<file path="src/rtl/bce_pkg.sv">
/*
 * constants, enums and register map of the branch/call execute block.
 * assumes a core clock of 125 MHz with four phase cycles per instruction.
 */
`default_nettype none
//------------------------------------------------------------
// Operation
//------------------------------------------------------------
// Operation
// RULE1: opcode E4 plus offset is branch_on_overflow, taken only when overflow is one.
// RULE2: opcode E0 plus offset is branch_on_zero, taken only when zero is one.
// RULE3: taken branch adds twice the signed offset to the incremented counter.
// RULE4: taken target is address plus 2 plus 2n; untaken goes to address plus 2.
// RULE5: branch lasts one cycle untaken, two taken; second cycle flushes prefetch.
// RULE6: call is two words: 1110110s with k7..0, then 1111 with k19..8; the code does not check the 1111 of the second word.
// RULE7: call pushes address plus 4 onto top_of_stack.
// RULE8: save bit one copies working, status, bank select into shadows; zero keeps them.
// RULE9: the 20-bit call target goes into counter bits 20 down to 1.
// RULE10: call takes two cycles, the second a pipeline no-operation.
// RULE11: Q1 decode, Q2 literal, Q3 process or push, Q4 high literal and write; the code latches the literal in Q1.
// RULE12: none of the three instructions changes any status flag.
package bce_pkg;

    localparam int PC_W = 21;

    // phase codes of the instruction cycle
    localparam logic [1:0] Q1 = 2'h0;
    localparam logic [1:0] Q2 = 2'h1;
    localparam logic [1:0] Q3 = 2'h2;
    localparam logic [1:0] Q4 = 2'h3;
    localparam int CYCLES_PER_INSTR = 4;
    localparam int CLK_PERIOD_NS    = 8;

    // opcode fields of the upper byte
    localparam logic [7:0] OP_BR_OVF    = 8'hE4;
    localparam logic [7:0] OP_BR_ZERO   = 8'hE0;
    localparam logic [6:0] OP_CALL      = 7'h76;
    localparam logic [3:0] OP_CALL_2ND  = 4'hF;
    localparam int         SAVE_BIT     = 8;

    // pc increments
    localparam logic [PC_W-1:0] PC_STEP_BRANCH = 21'h000002;
    localparam logic [PC_W-1:0] PC_STEP_CALL   = 21'h000004;

    // apb map
    localparam logic [7:0] ADDR_CTRL    = 8'h00;
    localparam logic [7:0] ADDR_STAT    = 8'h04;
    localparam logic [7:0] ADDR_LAST_PC = 8'h08;
    localparam int         CTRL_EN_BIT  = 0;
    localparam logic       CTRL_EN_RST  = 1'b1;

    typedef enum logic [1:0] {
        BCE_NONE,
        BCE_BR_OVF,
        BCE_BR_ZERO,
        BCE_CALL
    } bce_kind_e;

    typedef enum logic {
        BCE_EXEC,
        BCE_NOP
    } bce_state_e;

endpackage

`default_nettype wire

</file>
<file path="src/rtl/bce_exec.sv">
/*
 * execute logic for branch_on_overflow, branch_on_zero and the two-word call.
 * assumes fetch holds instr_in, prefetch_in and pc_in steady over the
 * instruction cycle, and that stack, counter and flag logic sit outside.
 */
// The implementer's own choices: the register addresses and the APB register port.
`timescale 1ns/1ns
`default_nettype none

module bce_exec (
    input  wire logic                     sys_clk_in,
    input  wire logic                     resetn_in,
    // apb slave
    input  wire logic [7:0]               paddr_in,
    input  wire logic                     psel_in,
    input  wire logic                     penable_in,
    input  wire logic                     pwrite_in,
    input  wire logic [31:0]              pwdata_in,
    output logic      [31:0]              prdata_out,
    output logic                          pready_out,
    output logic                          pslverr_out,
    // fetch side
    input  wire logic [15:0]              instr_in,
    input  wire logic                     instr_valid_in,
    input  wire logic [15:0]              prefetch_in,
    input  wire logic [bce_pkg::PC_W-1:0] pc_in,
    // core state
    input  wire logic                     ov_flag_in,
    input  wire logic                     zero_flag_in,
    input  wire logic [7:0]               working_in,
    input  wire logic [7:0]               status_in,
    input  wire logic [3:0]               bank_select_reg_in,
    // results
    output logic      [1:0]               q_phase_out,
    output logic                          pc_load_out,
    output logic      [bce_pkg::PC_W-1:0] pc_value_out,
    output logic                          stack_push_out,
    output logic      [bce_pkg::PC_W-1:0] top_of_stack_out,
    output logic                          flush_out,
    output logic                          busy_out,
    output logic      [7:0]               working_shadow_out,
    output logic      [7:0]               status_shadow_out,
    output logic      [3:0]               bank_select_shadow_out
);

    //------------------------------------------------------------
    // decode function
    //------------------------------------------------------------
    // shared by the decoder and the checks below
    function automatic bce_pkg::bce_kind_e kind_of(input logic [15:0] w,
                                                   input logic        ok);
        kind_of = bce_pkg::BCE_NONE;
        if (ok && w[15:8] == bce_pkg::OP_BR_OVF) begin
            kind_of = bce_pkg::BCE_BR_OVF;
        end else if (ok && w[15:8] == bce_pkg::OP_BR_ZERO) begin
            kind_of = bce_pkg::BCE_BR_ZERO;
        end else if (ok && w[15:9] == bce_pkg::OP_CALL) begin
            kind_of = bce_pkg::BCE_CALL;
        end
    endfunction

    //------------------------------------------------------------
    // state
    //------------------------------------------------------------
    logic [1:0]               q_reg;
    bce_pkg::bce_state_e      state_reg;
    bce_pkg::bce_state_e      state_next;
    bce_pkg::bce_kind_e       kind_reg;
    logic [7:0]               lit_reg;
    logic [bce_pkg::PC_W-1:0] pc_reg;
    logic                     ov_reg;
    logic                     z_reg;
    logic                     save_reg;
    logic [7:0]               w_reg;
    logic [7:0]               st_reg;
    logic [3:0]               bank_reg;
    logic                     pc_load_reg;
    logic [bce_pkg::PC_W-1:0] pc_val_reg;
    logic                     push_reg;
    logic [bce_pkg::PC_W-1:0] ret_top_reg;
    logic [7:0]               work_sh_reg;
    logic [7:0]               sts_reg;
    logic [3:0]               bank_sh_reg;
    logic                     en_reg;
    logic [31:0]              prdata_reg;

    //------------------------------------------------------------
    // decode and address arithmetic
    //------------------------------------------------------------
    wire                      dec_slot;
    wire bce_pkg::bce_kind_e  dec_kind;
    wire                      is_q1;
    wire                      is_q3;
    wire                      is_q4;
    wire                      taken;
    wire                      redirect;
    wire [bce_pkg::PC_W-1:0]  br_off;
    wire [bce_pkg::PC_W-1:0]  br_tgt;
    wire [bce_pkg::PC_W-1:0]  seq_pc;
    wire [bce_pkg::PC_W-1:0]  call_tgt;
    wire [bce_pkg::PC_W-1:0]  ret_addr;

    assign is_q1    = (q_reg == bce_pkg::Q1);
    assign is_q3    = (q_reg == bce_pkg::Q3);
    assign is_q4    = (q_reg == bce_pkg::Q4);
    // no decode during the flush cycle: that word was prefetched and dies
    assign dec_slot = is_q1 && (state_reg == bce_pkg::BCE_EXEC);
    assign dec_kind = kind_of(instr_in, instr_valid_in && en_reg);    // [RULE1] [RULE2] [RULE6]
    // condition picks its own flag only
    assign taken    = (kind_reg == bce_pkg::BCE_BR_OVF && ov_reg)     // [RULE1]
                   || (kind_reg == bce_pkg::BCE_BR_ZERO && z_reg);    // [RULE2]
    assign redirect = taken || (kind_reg == bce_pkg::BCE_CALL);
    // sign-extended offset already doubled, so word alignment is kept
    assign br_off   = {{12{lit_reg[7]}}, lit_reg, 1'b0};              // [RULE3]
    assign seq_pc   = pc_reg + bce_pkg::PC_STEP_BRANCH;               // [RULE4]
    assign br_tgt   = seq_pc + br_off;                                // [RULE3] [RULE4]
    // high literal is read from the second word in Q4
    assign call_tgt = {prefetch_in[11:0], lit_reg, 1'b0};             // [RULE6] [RULE9]
    assign ret_addr = pc_reg + bce_pkg::PC_STEP_CALL;                 // [RULE7]

    //------------------------------------------------------------
    // phase counter and cycle state
    //------------------------------------------------------------
    // taken branch and call add one no-operation cycle
    assign state_next = (is_q4 && state_reg == bce_pkg::BCE_EXEC && redirect) ? bce_pkg::BCE_NOP  // [RULE5] [RULE10]
                      : is_q4 ? bce_pkg::BCE_EXEC : state_reg;

    always_ff @(posedge sys_clk_in) begin
        if (!resetn_in) begin
            q_reg     <= bce_pkg::Q1;
            state_reg <= bce_pkg::BCE_EXEC;
        end else begin
            q_reg     <= q_reg + 2'h1;                                // [RULE11]
            state_reg <= state_next;
        end
    end

    //------------------------------------------------------------
    // Q1 decode and literal latch
    //------------------------------------------------------------
    // operands are captured once so a fetch change mid-cycle does no harm, except on prefetch_in, which is read in Q4
    always_ff @(posedge sys_clk_in) begin
        if (!resetn_in) begin
            kind_reg <= bce_pkg::BCE_NONE;
            lit_reg  <= 8'h00;
            pc_reg   <= '0;
            ov_reg   <= 1'b0;
            z_reg    <= 1'b0;
            save_reg <= 1'b0;
            w_reg    <= 8'h00;
            st_reg   <= 8'h00;
            bank_reg <= 4'h0;
        end else if (dec_slot) begin
            kind_reg <= dec_kind;                                     // [RULE11]
            lit_reg  <= instr_in[7:0];
            pc_reg   <= pc_in;
            ov_reg   <= ov_flag_in;
            z_reg    <= zero_flag_in;
            save_reg <= instr_in[bce_pkg::SAVE_BIT];                  // [RULE8]
            w_reg    <= working_in;
            st_reg   <= status_in;
            bank_reg <= bank_select_reg_in;
        end else if (is_q4) begin
            kind_reg <= bce_pkg::BCE_NONE;
        end
    end

    //------------------------------------------------------------
    // Q3 push and shadow copy, Q4 counter write
    //------------------------------------------------------------
    // flags are only read here; this block has no path to write them [RULE12]
    always_ff @(posedge sys_clk_in) begin
        if (!resetn_in) begin
            push_reg    <= 1'b0;
            ret_top_reg <= '0;
            pc_load_reg <= 1'b0;
            pc_val_reg  <= '0;
            work_sh_reg <= 8'h00;
            sts_reg     <= 8'h00;
            bank_sh_reg <= 4'h0;
        end else begin
            push_reg    <= is_q3 && kind_reg == bce_pkg::BCE_CALL;     // [RULE7] [RULE11]
            pc_load_reg <= is_q4 && kind_reg != bce_pkg::BCE_NONE;    // [RULE11]
            if (is_q3 && kind_reg == bce_pkg::BCE_CALL) begin
                ret_top_reg <= ret_addr;                              // [RULE7]
            end
            if (is_q3 && kind_reg == bce_pkg::BCE_CALL && save_reg) begin
                work_sh_reg <= w_reg;                                 // [RULE8]
                sts_reg     <= st_reg;
                bank_sh_reg <= bank_reg;
            end
            // only an executed instruction moves the value, so it holds through flush cycles
            if (is_q4 && kind_reg != bce_pkg::BCE_NONE) begin
                pc_val_reg <= (kind_reg == bce_pkg::BCE_CALL) ? call_tgt  // [RULE9]
                            : taken ? br_tgt : seq_pc;                // [RULE4]
            end
        end
    end

    assign q_phase_out            = q_reg;
    assign pc_load_out            = pc_load_reg;
    assign pc_value_out           = pc_val_reg;
    assign stack_push_out         = push_reg;
    assign top_of_stack_out       = ret_top_reg;
    assign flush_out              = (state_reg == bce_pkg::BCE_NOP);  // [RULE5] [RULE10]
    assign busy_out               = flush_out || kind_reg != bce_pkg::BCE_NONE;
    assign working_shadow_out     = work_sh_reg;
    assign status_shadow_out      = sts_reg;
    assign bank_select_shadow_out = bank_sh_reg;

    //------------------------------------------------------------
    // apb slave
    //------------------------------------------------------------
    // read data is loaded in the setup cycle, so no wait state is needed
    wire        hit_ctrl;
    wire        hit_stat;
    wire        hit_pc;
    wire        addr_ok;
    wire [31:0] rd_mux;

    assign hit_ctrl = (paddr_in == bce_pkg::ADDR_CTRL);
    assign hit_stat = (paddr_in == bce_pkg::ADDR_STAT);
    assign hit_pc   = (paddr_in == bce_pkg::ADDR_LAST_PC);
    assign addr_ok  = hit_ctrl || hit_stat || hit_pc;
    assign rd_mux   = hit_ctrl ? {31'h0, en_reg}
                    : hit_stat ? {27'h0, taken, kind_reg, flush_out, busy_out}
                    : hit_pc   ? {11'h0, pc_val_reg} : 32'h0;

    always_ff @(posedge sys_clk_in) begin
        if (!resetn_in) begin
            en_reg     <= bce_pkg::CTRL_EN_RST;
            prdata_reg <= 32'h0;
        end else begin
            if (psel_in && !penable_in) begin
                prdata_reg <= rd_mux;
            end
            if (psel_in && penable_in && pwrite_in && hit_ctrl) begin
                en_reg <= pwdata_in[bce_pkg::CTRL_EN_BIT];
            end
        end
    end

    assign prdata_out  = prdata_reg;
    assign pready_out  = 1'b1;
    assign pslverr_out = psel_in && penable_in && !addr_ok;

    //------------------------------------------------------------
    // checks
    //------------------------------------------------------------
    wire [bce_pkg::PC_W-1:0] exp_br;
    wire [bce_pkg::PC_W-1:0] exp_seq;

    assign exp_br  = pc_in + bce_pkg::PC_STEP_BRANCH + {{12{instr_in[7]}}, instr_in[7:0], 1'b0};
    assign exp_seq = pc_in + bce_pkg::PC_STEP_BRANCH;

    a_bov_taken_target: assert property ( // [RULE1]
        @(posedge sys_clk_in) disable iff (!resetn_in)
        dec_slot && kind_of(instr_in, instr_valid_in && en_reg) == bce_pkg::BCE_BR_OVF && ov_flag_in
        |-> ##4 pc_load_out && pc_value_out == $past(exp_br, 4))
        else $error("overflow branch target wrong");

    a_bz_untaken_seq: assert property ( // [RULE2]
        @(posedge sys_clk_in) disable iff (!resetn_in)
        dec_slot && kind_of(instr_in, instr_valid_in && en_reg) == bce_pkg::BCE_BR_ZERO && !zero_flag_in
        |-> ##4 pc_load_out && pc_value_out == $past(exp_seq, 4) && !flush_out)
        else $error("untaken zero branch wrong");

    a_bz_taken_target: assert property ( // [RULE3]
        @(posedge sys_clk_in) disable iff (!resetn_in)
        dec_slot && kind_of(instr_in, instr_valid_in && en_reg) == bce_pkg::BCE_BR_ZERO && zero_flag_in
        |-> ##4 pc_value_out == $past(exp_br, 4))
        else $error("zero branch target wrong");

    a_taken_flush_len: assert property ( // [RULE5]
        @(posedge sys_clk_in) disable iff (!resetn_in)
        dec_slot && kind_of(instr_in, instr_valid_in && en_reg) == bce_pkg::BCE_BR_OVF && ov_flag_in
        |-> ##4 flush_out[*4] ##1 !flush_out)
        else $error("taken branch flush length wrong");

    a_call_push_ret: assert property ( // [RULE7]
        @(posedge sys_clk_in) disable iff (!resetn_in)
        dec_slot && kind_of(instr_in, instr_valid_in && en_reg) == bce_pkg::BCE_CALL
        |-> ##3 stack_push_out && top_of_stack_out == $past(pc_in, 3) + bce_pkg::PC_STEP_CALL)
        else $error("call return address wrong");

    a_call_shadow_save: assert property ( // [RULE8]
        @(posedge sys_clk_in) disable iff (!resetn_in)
        dec_slot && kind_of(instr_in, instr_valid_in && en_reg) == bce_pkg::BCE_CALL && instr_in[8]
        |-> ##3 working_shadow_out == $past(working_in, 3) && status_shadow_out == $past(status_in, 3)
            && bank_select_shadow_out == $past(bank_select_reg_in, 3))
        else $error("shadow copy missing");

    a_call_pc_target: assert property ( // [RULE9]
        @(posedge sys_clk_in) disable iff (!resetn_in)
        dec_slot && kind_of(instr_in, instr_valid_in && en_reg) == bce_pkg::BCE_CALL
        |-> ##4 pc_load_out && pc_value_out[8:1] == $past(instr_in[7:0], 4)
            && pc_value_out[20:9] == $past(prefetch_in[11:0], 1) && !pc_value_out[0])
        else $error("call target wrong");

    a_call_nop_cycle: assert property ( // [RULE10]
        @(posedge sys_clk_in) disable iff (!resetn_in)
        dec_slot && kind_of(instr_in, instr_valid_in && en_reg) == bce_pkg::BCE_CALL
        |-> ##1 (!pc_load_out)[*3] ##1 (flush_out && !stack_push_out)[*4] ##1 !flush_out)
        else $error("call cycle count wrong");

    a_phase_slots: assert property ( // [RULE11]
        @(posedge sys_clk_in) disable iff (!resetn_in)
        (stack_push_out |-> q_reg == bce_pkg::Q4) and (pc_load_out |-> q_reg == bce_pkg::Q1))
        else $error("action in wrong phase");

endmodule

`default_nettype wire

</file>
<file path="config.mk">
export PLATFORM = sky130hd
export DESIGN_NAME = bce_exec
export DESIGN_NICKNAME = d
export VERILOG_FILES = /design/src/rtl/bce_pkg.sv /design/src/rtl/bce_exec.sv
export SDC_FILE = /design/constraint.sdc
export NUM_CORES = 1
export LEC_CHECK = 0
export ABC_CLOCK_PERIOD_IN_PS = 3650
export BUFFER_PORTS_ARGS = -buffer_cell sky130_fd_sc_hd__buf_2
export CORE_MARGIN = 2
export CORE_UTILIZATION = 25
export DETAILED_ROUTE_END_ITERATION = 8
export PLACE_DENSITY_LB_ADDON = 0.2
export SYNTH_ARGS = -nofsm -noshare
export SYNTH_HDL_FRONTEND = slang
export SYNTH_SLANG_ARGS = --single-unit
</file>
<file path="constraint.sdc">
create_clock -name sys_clk_in -period 3.65 [get_ports sys_clk_in]
set_clock_uncertainty 0.05 [all_clocks]
set_input_delay 0.365 -clock sys_clk_in [delete_from_list [all_inputs] [get_ports sys_clk_in]]
set_output_delay 0.365 -clock sys_clk_in [all_outputs]
set_load 0.02 [all_outputs]
</file>
* Word-level counts from Yosys, hierarchy flattened
Cells that the tools add are included.
** Cells by class
- Add/sub/neg operators :: 4
- Multipliers :: 0
- Div/mod/pow operators :: 0
- $lt $le $gt $ge :: 0
- Equality and inequality tests :: 10
- Shift-type cells :: 0
- Mux-type cells :: 12
- Bitwise logic cells :: 1
- Reduce and logical (&&, ||, !) cells :: 29
** Operator list (number)
- $mux W21 :: 5
- $add A21 B2 Y21 const B :: 1
- $add A21 B21 Y21 :: 1
- $add A21 B3 Y21 const B :: 1
- $logic_and A1 B1 Y1 :: 17
- $eq A8 B8 Y1 const B :: 2
- $mux W2 :: 5
- $eq A2 B2 Y1 const B :: 4
- $eq A8 B3 Y1 const B :: 1
- $eq A8 B4 Y1 const B :: 1
- $logic_not A8 Y1 :: 1
- $eq A7 B7 Y1 const B :: 1
- $reduce_bool A2 Y1 :: 3
- $logic_or A1 B1 Y1 :: 5
- $add A2 B1 Y2 const B :: 1
- $eq A2 B1 Y1 const B :: 1
- $logic_not A1 Y1 :: 2
- $logic_not A2 Y1 :: 1
- $mux W1 :: 2
- $not A1 Y1 :: 1
** Word-level totals
- Register bits after elaboration :: 154
- Bits in latches :: 0
- Memory bits (writable) :: 0
- ROM bits :: 0
- Input port bits :: 121
- Output and inout port bits :: 102
- Word-level logic and storage cells :: 76
- Memories kept :: 0

* Logic depth before layout (Yosys ltp)
- Depth after elaboration :: 6
- Mapped depth :: 14
- Mapped depth without buffers :: 13

* Worst setup path before layout
No wires, ideal clock.
- Kind :: flip-flop to flip-flop
- From :: reg pc_reg[2] (netlist bit)
- To :: reg pc_val_reg, in the netlist pc_value_out[19]
- Setup time :: 0.137 ns
- Arrival :: 2.882 ns
- Data required time :: 3.463 ns
- Path slack :: 0.581 ns
- Stages on the path, launching flop included :: 14
- Buffers on the path :: 0
- Period minus slack after synthesis :: 3.069 ns
- Cells stage by stage :: dfxtp_1 ha_1 and2_1 nand4_1 nor2_1 xor2_1 ha_1 nand2_1 o21ai_1 nor2b_1 o41ai_2 and4_1 mux2i_1 a31oi_1
** On the way
- Cells in the longest elaborated chain, start to end :: 4
** Ends and longest elaborated chain
- start: declaration :: line bce_exec.sv:70 : logic [bce_pkg::PC_W-1:0] pc_reg;
- start signal: assignment :: line bce_exec.sv:156 : pc_reg <= pc_in;
- $add A21 B2 Y21 * :: line bce_exec.sv:115 : assign seq_pc = pc_reg + bce_pkg::PC_STEP_BRANCH;
- $add A21 B21 Y21 :: line bce_exec.sv:116 : assign br_tgt = seq_pc + br_off;
- $mux W21 * :: line bce_exec.sv:195 : : taken ? br_tgt : seq_pc;
- $mux W21 * :: line bce_exec.sv:194 : pc_val_reg <= (kind_reg == bce_pkg::BCE_CALL) ? call_tgt
- end signal: assignment :: line bce_exec.sv:194
- end: declaration :: line bce_exec.sv:78 : logic [bce_pkg::PC_W-1:0] pc_val_reg;
Every way passes the cells marked *; elsewhere a longest branch is shown, timed or not.
A chain may end at the register's enable or synchronous reset.

* Worst setup path in the final report
- From :: reg pc_reg[2] (netlist bit)
- To :: reg pc_val_reg, in the netlist pc_value_out[17]
The elaborated chain is that of the path after synthesis.

==> results.py <==
metrics = {
    "routing": {
        "ant_nets": 0,
        "dr.max_layer_used": "met5",
        "post_route_m1_wl_microns": 11400,
        "drt_iter0_drc": 426,
        "length_of_routed_met2_wiring_microns": 10400,
        "avgViaCountPerCell": 4.62,
        "route.final.wire_length_microns": 23200,
        "met3WireLength_microns": 1110,
        "routedWlPerCell_microns": 15.9,
        "drt-pass1-iter-count": 5,
        "vias": 6753,
        "remaining_drc_errors": 0,
    },
    "clock_network": {
        "cts.root.buffer_cell": "clkbuf_16",
        "clock_tree.htree_level_count": 4,
        "numCtsBuffers": 17,
        "clock_sinks": 143,
        "clockBufferDepth": 2,
        "clkSlewWorstSetupHoldPaths_ps": 70,
        "insertion_delay_ps": 420,
        "cts_tree": "done",
    },
    "pwr": {
        "total_leakage_power_nw": 3.81,
        "power-per-cell-area_nw_per_um2": 430,
        "post-layout-total-power_mw": 3.90,
        "ir_drop_worst_vdd_v": 0.000252,
    },
    "die": {
        "num_io_pins": 223,
        "core-area_sq_um": 28500,
        "row_count": 62,
        "y_dimension_of_the_die_microns": 174,
        "initial_utilization_pct": 25.2,
        "die_area_sq_um": 30200,
        "floorplan.die.width_microns": 174,
    },
    "critical_path": {
        "timing.critical_path.max_delay_family": "compound AO/OA/AOI/OAI gates",
        "timing.reg2reg.worst_path_depth": 14,
        "critPathLaunchType": "register",
        "critical_path.most_common_cell": "ha_1",
        "reg2reg_from": "pc_reg[2]",
        "timing_worst_setup_path_type": "register to register",
        "cp-end-kind": "register",
        "critical_path_arrival_ps": 3680,
        "rrSetupSlack_ps": 260,
        "path_cells": "ha_1 -> and2_1 -> nand4_1 -> nor2_1 -> xor2_2 -> ha_1 -> nand2_1 -> o21ai_1 -> nor2b_1 -> o41ai_2 -> buf_4 -> o21ai_0 -> o211a_1 -> a211oi_2",
        "cp_max_fo": 6,
        "critical_register_to_register_path_endpoint": "pc_value_out[17]",
        "critical-path-max-stage-delay_ps": 400,
        "cp_data_required_time_ps": 3940,
        "cp_buf_inv_count": 1,
        "worst_path_max_delay_cell": "o41ai_2",
    },
    "layout": {
        "final_cells": 1461,
        "layout_cells_sized_above_1_pct": 23.7,
        "num-fill-cells": 3188,
        "multi_input_comb_area_sq_um": 4020,
        "ff_latch_area_sq_um": 2860,
        "nets": 1213,
        "fin_util_pct": 31.7,
        "flow.area_growth_from_synthesis_pct": 25.9,
    },
    "synthesis": {
        "synth_warnings": 0,
        "synth_largest_type_area_fraction_pct": 39.8,
        "ys_ff_latch": 143,
        "yosys-top-cells-area": "dfxtp_1 (40%), nand2_1 (10%), a21oi_1 (8.1%)",
        "synth_top_cell_by_area": "dfxtp_1",
        "ys_seq_area_share_pct": 39.8,
        "synth_cells": 907,
        "synthesis.area_per_instance_sq_um": 7.93,
        "syn-cell-area_sq_um": 7200,
        "netlist-cell-type-count": 71,
        "synthMostInstantiatedCell": "nand2_1",
        "async_reset_ff_share_pct": 0,
        "netlist_top_cells_count": "nand2_1 (195), dfxtp_1 (143), a21oi_1 (116)",
        "synth_enable_flop_cells": 0,
        "postSynth.topFlopCell": "dfxtp_1",
    },
    "sta": {
        "final_hold_vios": 0,
        "timing.final.crit_share_pct": 92.8,
        "setup_repair_after_global_routing_missed_its_margin": "yes",
        "slew_headroom_pct": 30.1,
        "min_period_ps": 3390,
        "worst_pin_slew_ps": 1040,
        "holdWs_ps": 127,
        "achievable-frequency_ghz": 0.295,
        "fin_ws_ps": 263,
        "timing.final.max_slew_violations": 0,
        "report.final.setup_viol": 0,
    },
    "min_path": {
        "timing.hold.worst_path_depth": 3,
        "worst_hold_startpoint": "instr_in[5]",
        "timing.hold.worst.class": "primary input to register",
        "hold_end": "lit_reg[5]",
    },
    "place": {
        "dp.final_hpwl_microns": 16700,
        "place_worst_setup_slack_ps": 262,
        "gp_congestion": 0.837,
        "dp.cells": 1426,
        "portBuffers": 175,
    },
    "run_status": {
        "status": "finished clean",
    },
    "grt": {
        "maximum_number_of_pins_on_one_net_before_global_route_repair": 127,
        "wire_length_of_the_first_global_routing_pass_microns": 36300,
        "globalRouteOverflowTotal": 0,
        "first_global_vias": 6439,
        "initial_antenna_violation_count": 3,
        "track_usage_pct": 15.2,
    },
    "job": {
        "timing.max_cap.violations": 0,
    },
}
-- repair_timing --
action,CTS,global route
endpoints found under the setup margin,0,1
setup buffers,0,1
hold buffers,0,0
gates resized for setup,0,2
-- worst reg2reg max path, delay by kind of cell (launching register included) --
kind | cells | cell delay [ps]
AO/OA/AOI/OAI | 5 | 1090
AND/OR/NAND/NOR | 5 | 970
adder cells (fa/ha/maj) | 2 | 530
flip-flops | 1 | 360
buffers and inverters | 1 | 190
XOR/XNOR | 1 | 140
-- cells in the final DEF, fill, tap and decap left out, types with 9 or more instances in the layout --
cell,n
conb_1,12
xor2_1,23
clkbuf_16,17
a21oi_1,116
xnor2_1,18
ha_1,29
buf_2,175
o21ai_0,27
a211oi_1,17
nand2_1,195
dfxtp_1,143
nor3_1,14
buf_4,24
nor2_1,79
a22oi_1,21
nand3_1,18
inv_1,9
-- final cells by class --
class / count / area share (%)
Antenna cell: 3 / 0.0829
Clock buffer: 19 / 4.78
Clock inverter: 12 / 1.53
Inverter: 10 / 0.442
Multi-Input combinational cell: 690 / 44.4
Sequential cell: 143 / 31.6
Tap cell: 384 / 5.30
Timing Repair Buffer: 200 / 11.9
-- routing by layer --
metal	global-route usage, %	vias up
met4	4.55	2
met5	0	-
met2	23.3	157
li1	-	3445
met1	21.3	3136
met3	3.42	13
-- how the worst max path moves through the flow --
stage	startpoint	slack (ps)	to	cells after the start
after floorplan	pc_reg[2]	580	pc_value_out[19]	13
after global placement	pc_reg[2]	300	pc_value_out[17]	13
after detailed placement	pc_reg[2]	260	pc_value_out[17]	13
after CTS	pc_reg[2]	240	pc_value_out[17]	13
after global routing	pc_reg[2]	-30	pc_value_out[17]	14
final	pc_reg[2]	260	pc_value_out[17]	14
-- stage by stage --
step | instance area, sq um | setup TNS (ps)
after CTS | 9030 | 0
after floorplan | 7230 | 0
after global routing | 9060 | -31.6
after detailed placement | 8460 | 0
after global placement | 8460 | 0
final | 9060 | 0
-- where the power goes --
| part | internal, mW | switching, mW | leakage (nW) |
|---|---|---|---|
| clock network | 1.01 | 0.737 | 0.266 |
| registers | 1.61 | 0.0520 | 1.16 |
| logic | 0.185 | 0.303 | 2.38 |
| total | 2.81 | 1.09 | 3.81 |
-- kinds of logic after synthesis --
| kind of cell | share of synthesized area (%) |
|---|---|
| buffers and inverters | 5.25 |
| adder cells (fa/ha/maj) | 5.32 |
| XOR/XNOR | 5.91 |
| other | 0.104 |
| AO/OA/AOI/OAI | 21.2 |
| AND/OR/NAND/NOR | 22.0 |
| multiplexers | 0.435 |
| flip-flops | 39.8 |
Power figures use the tool's default switching activity.
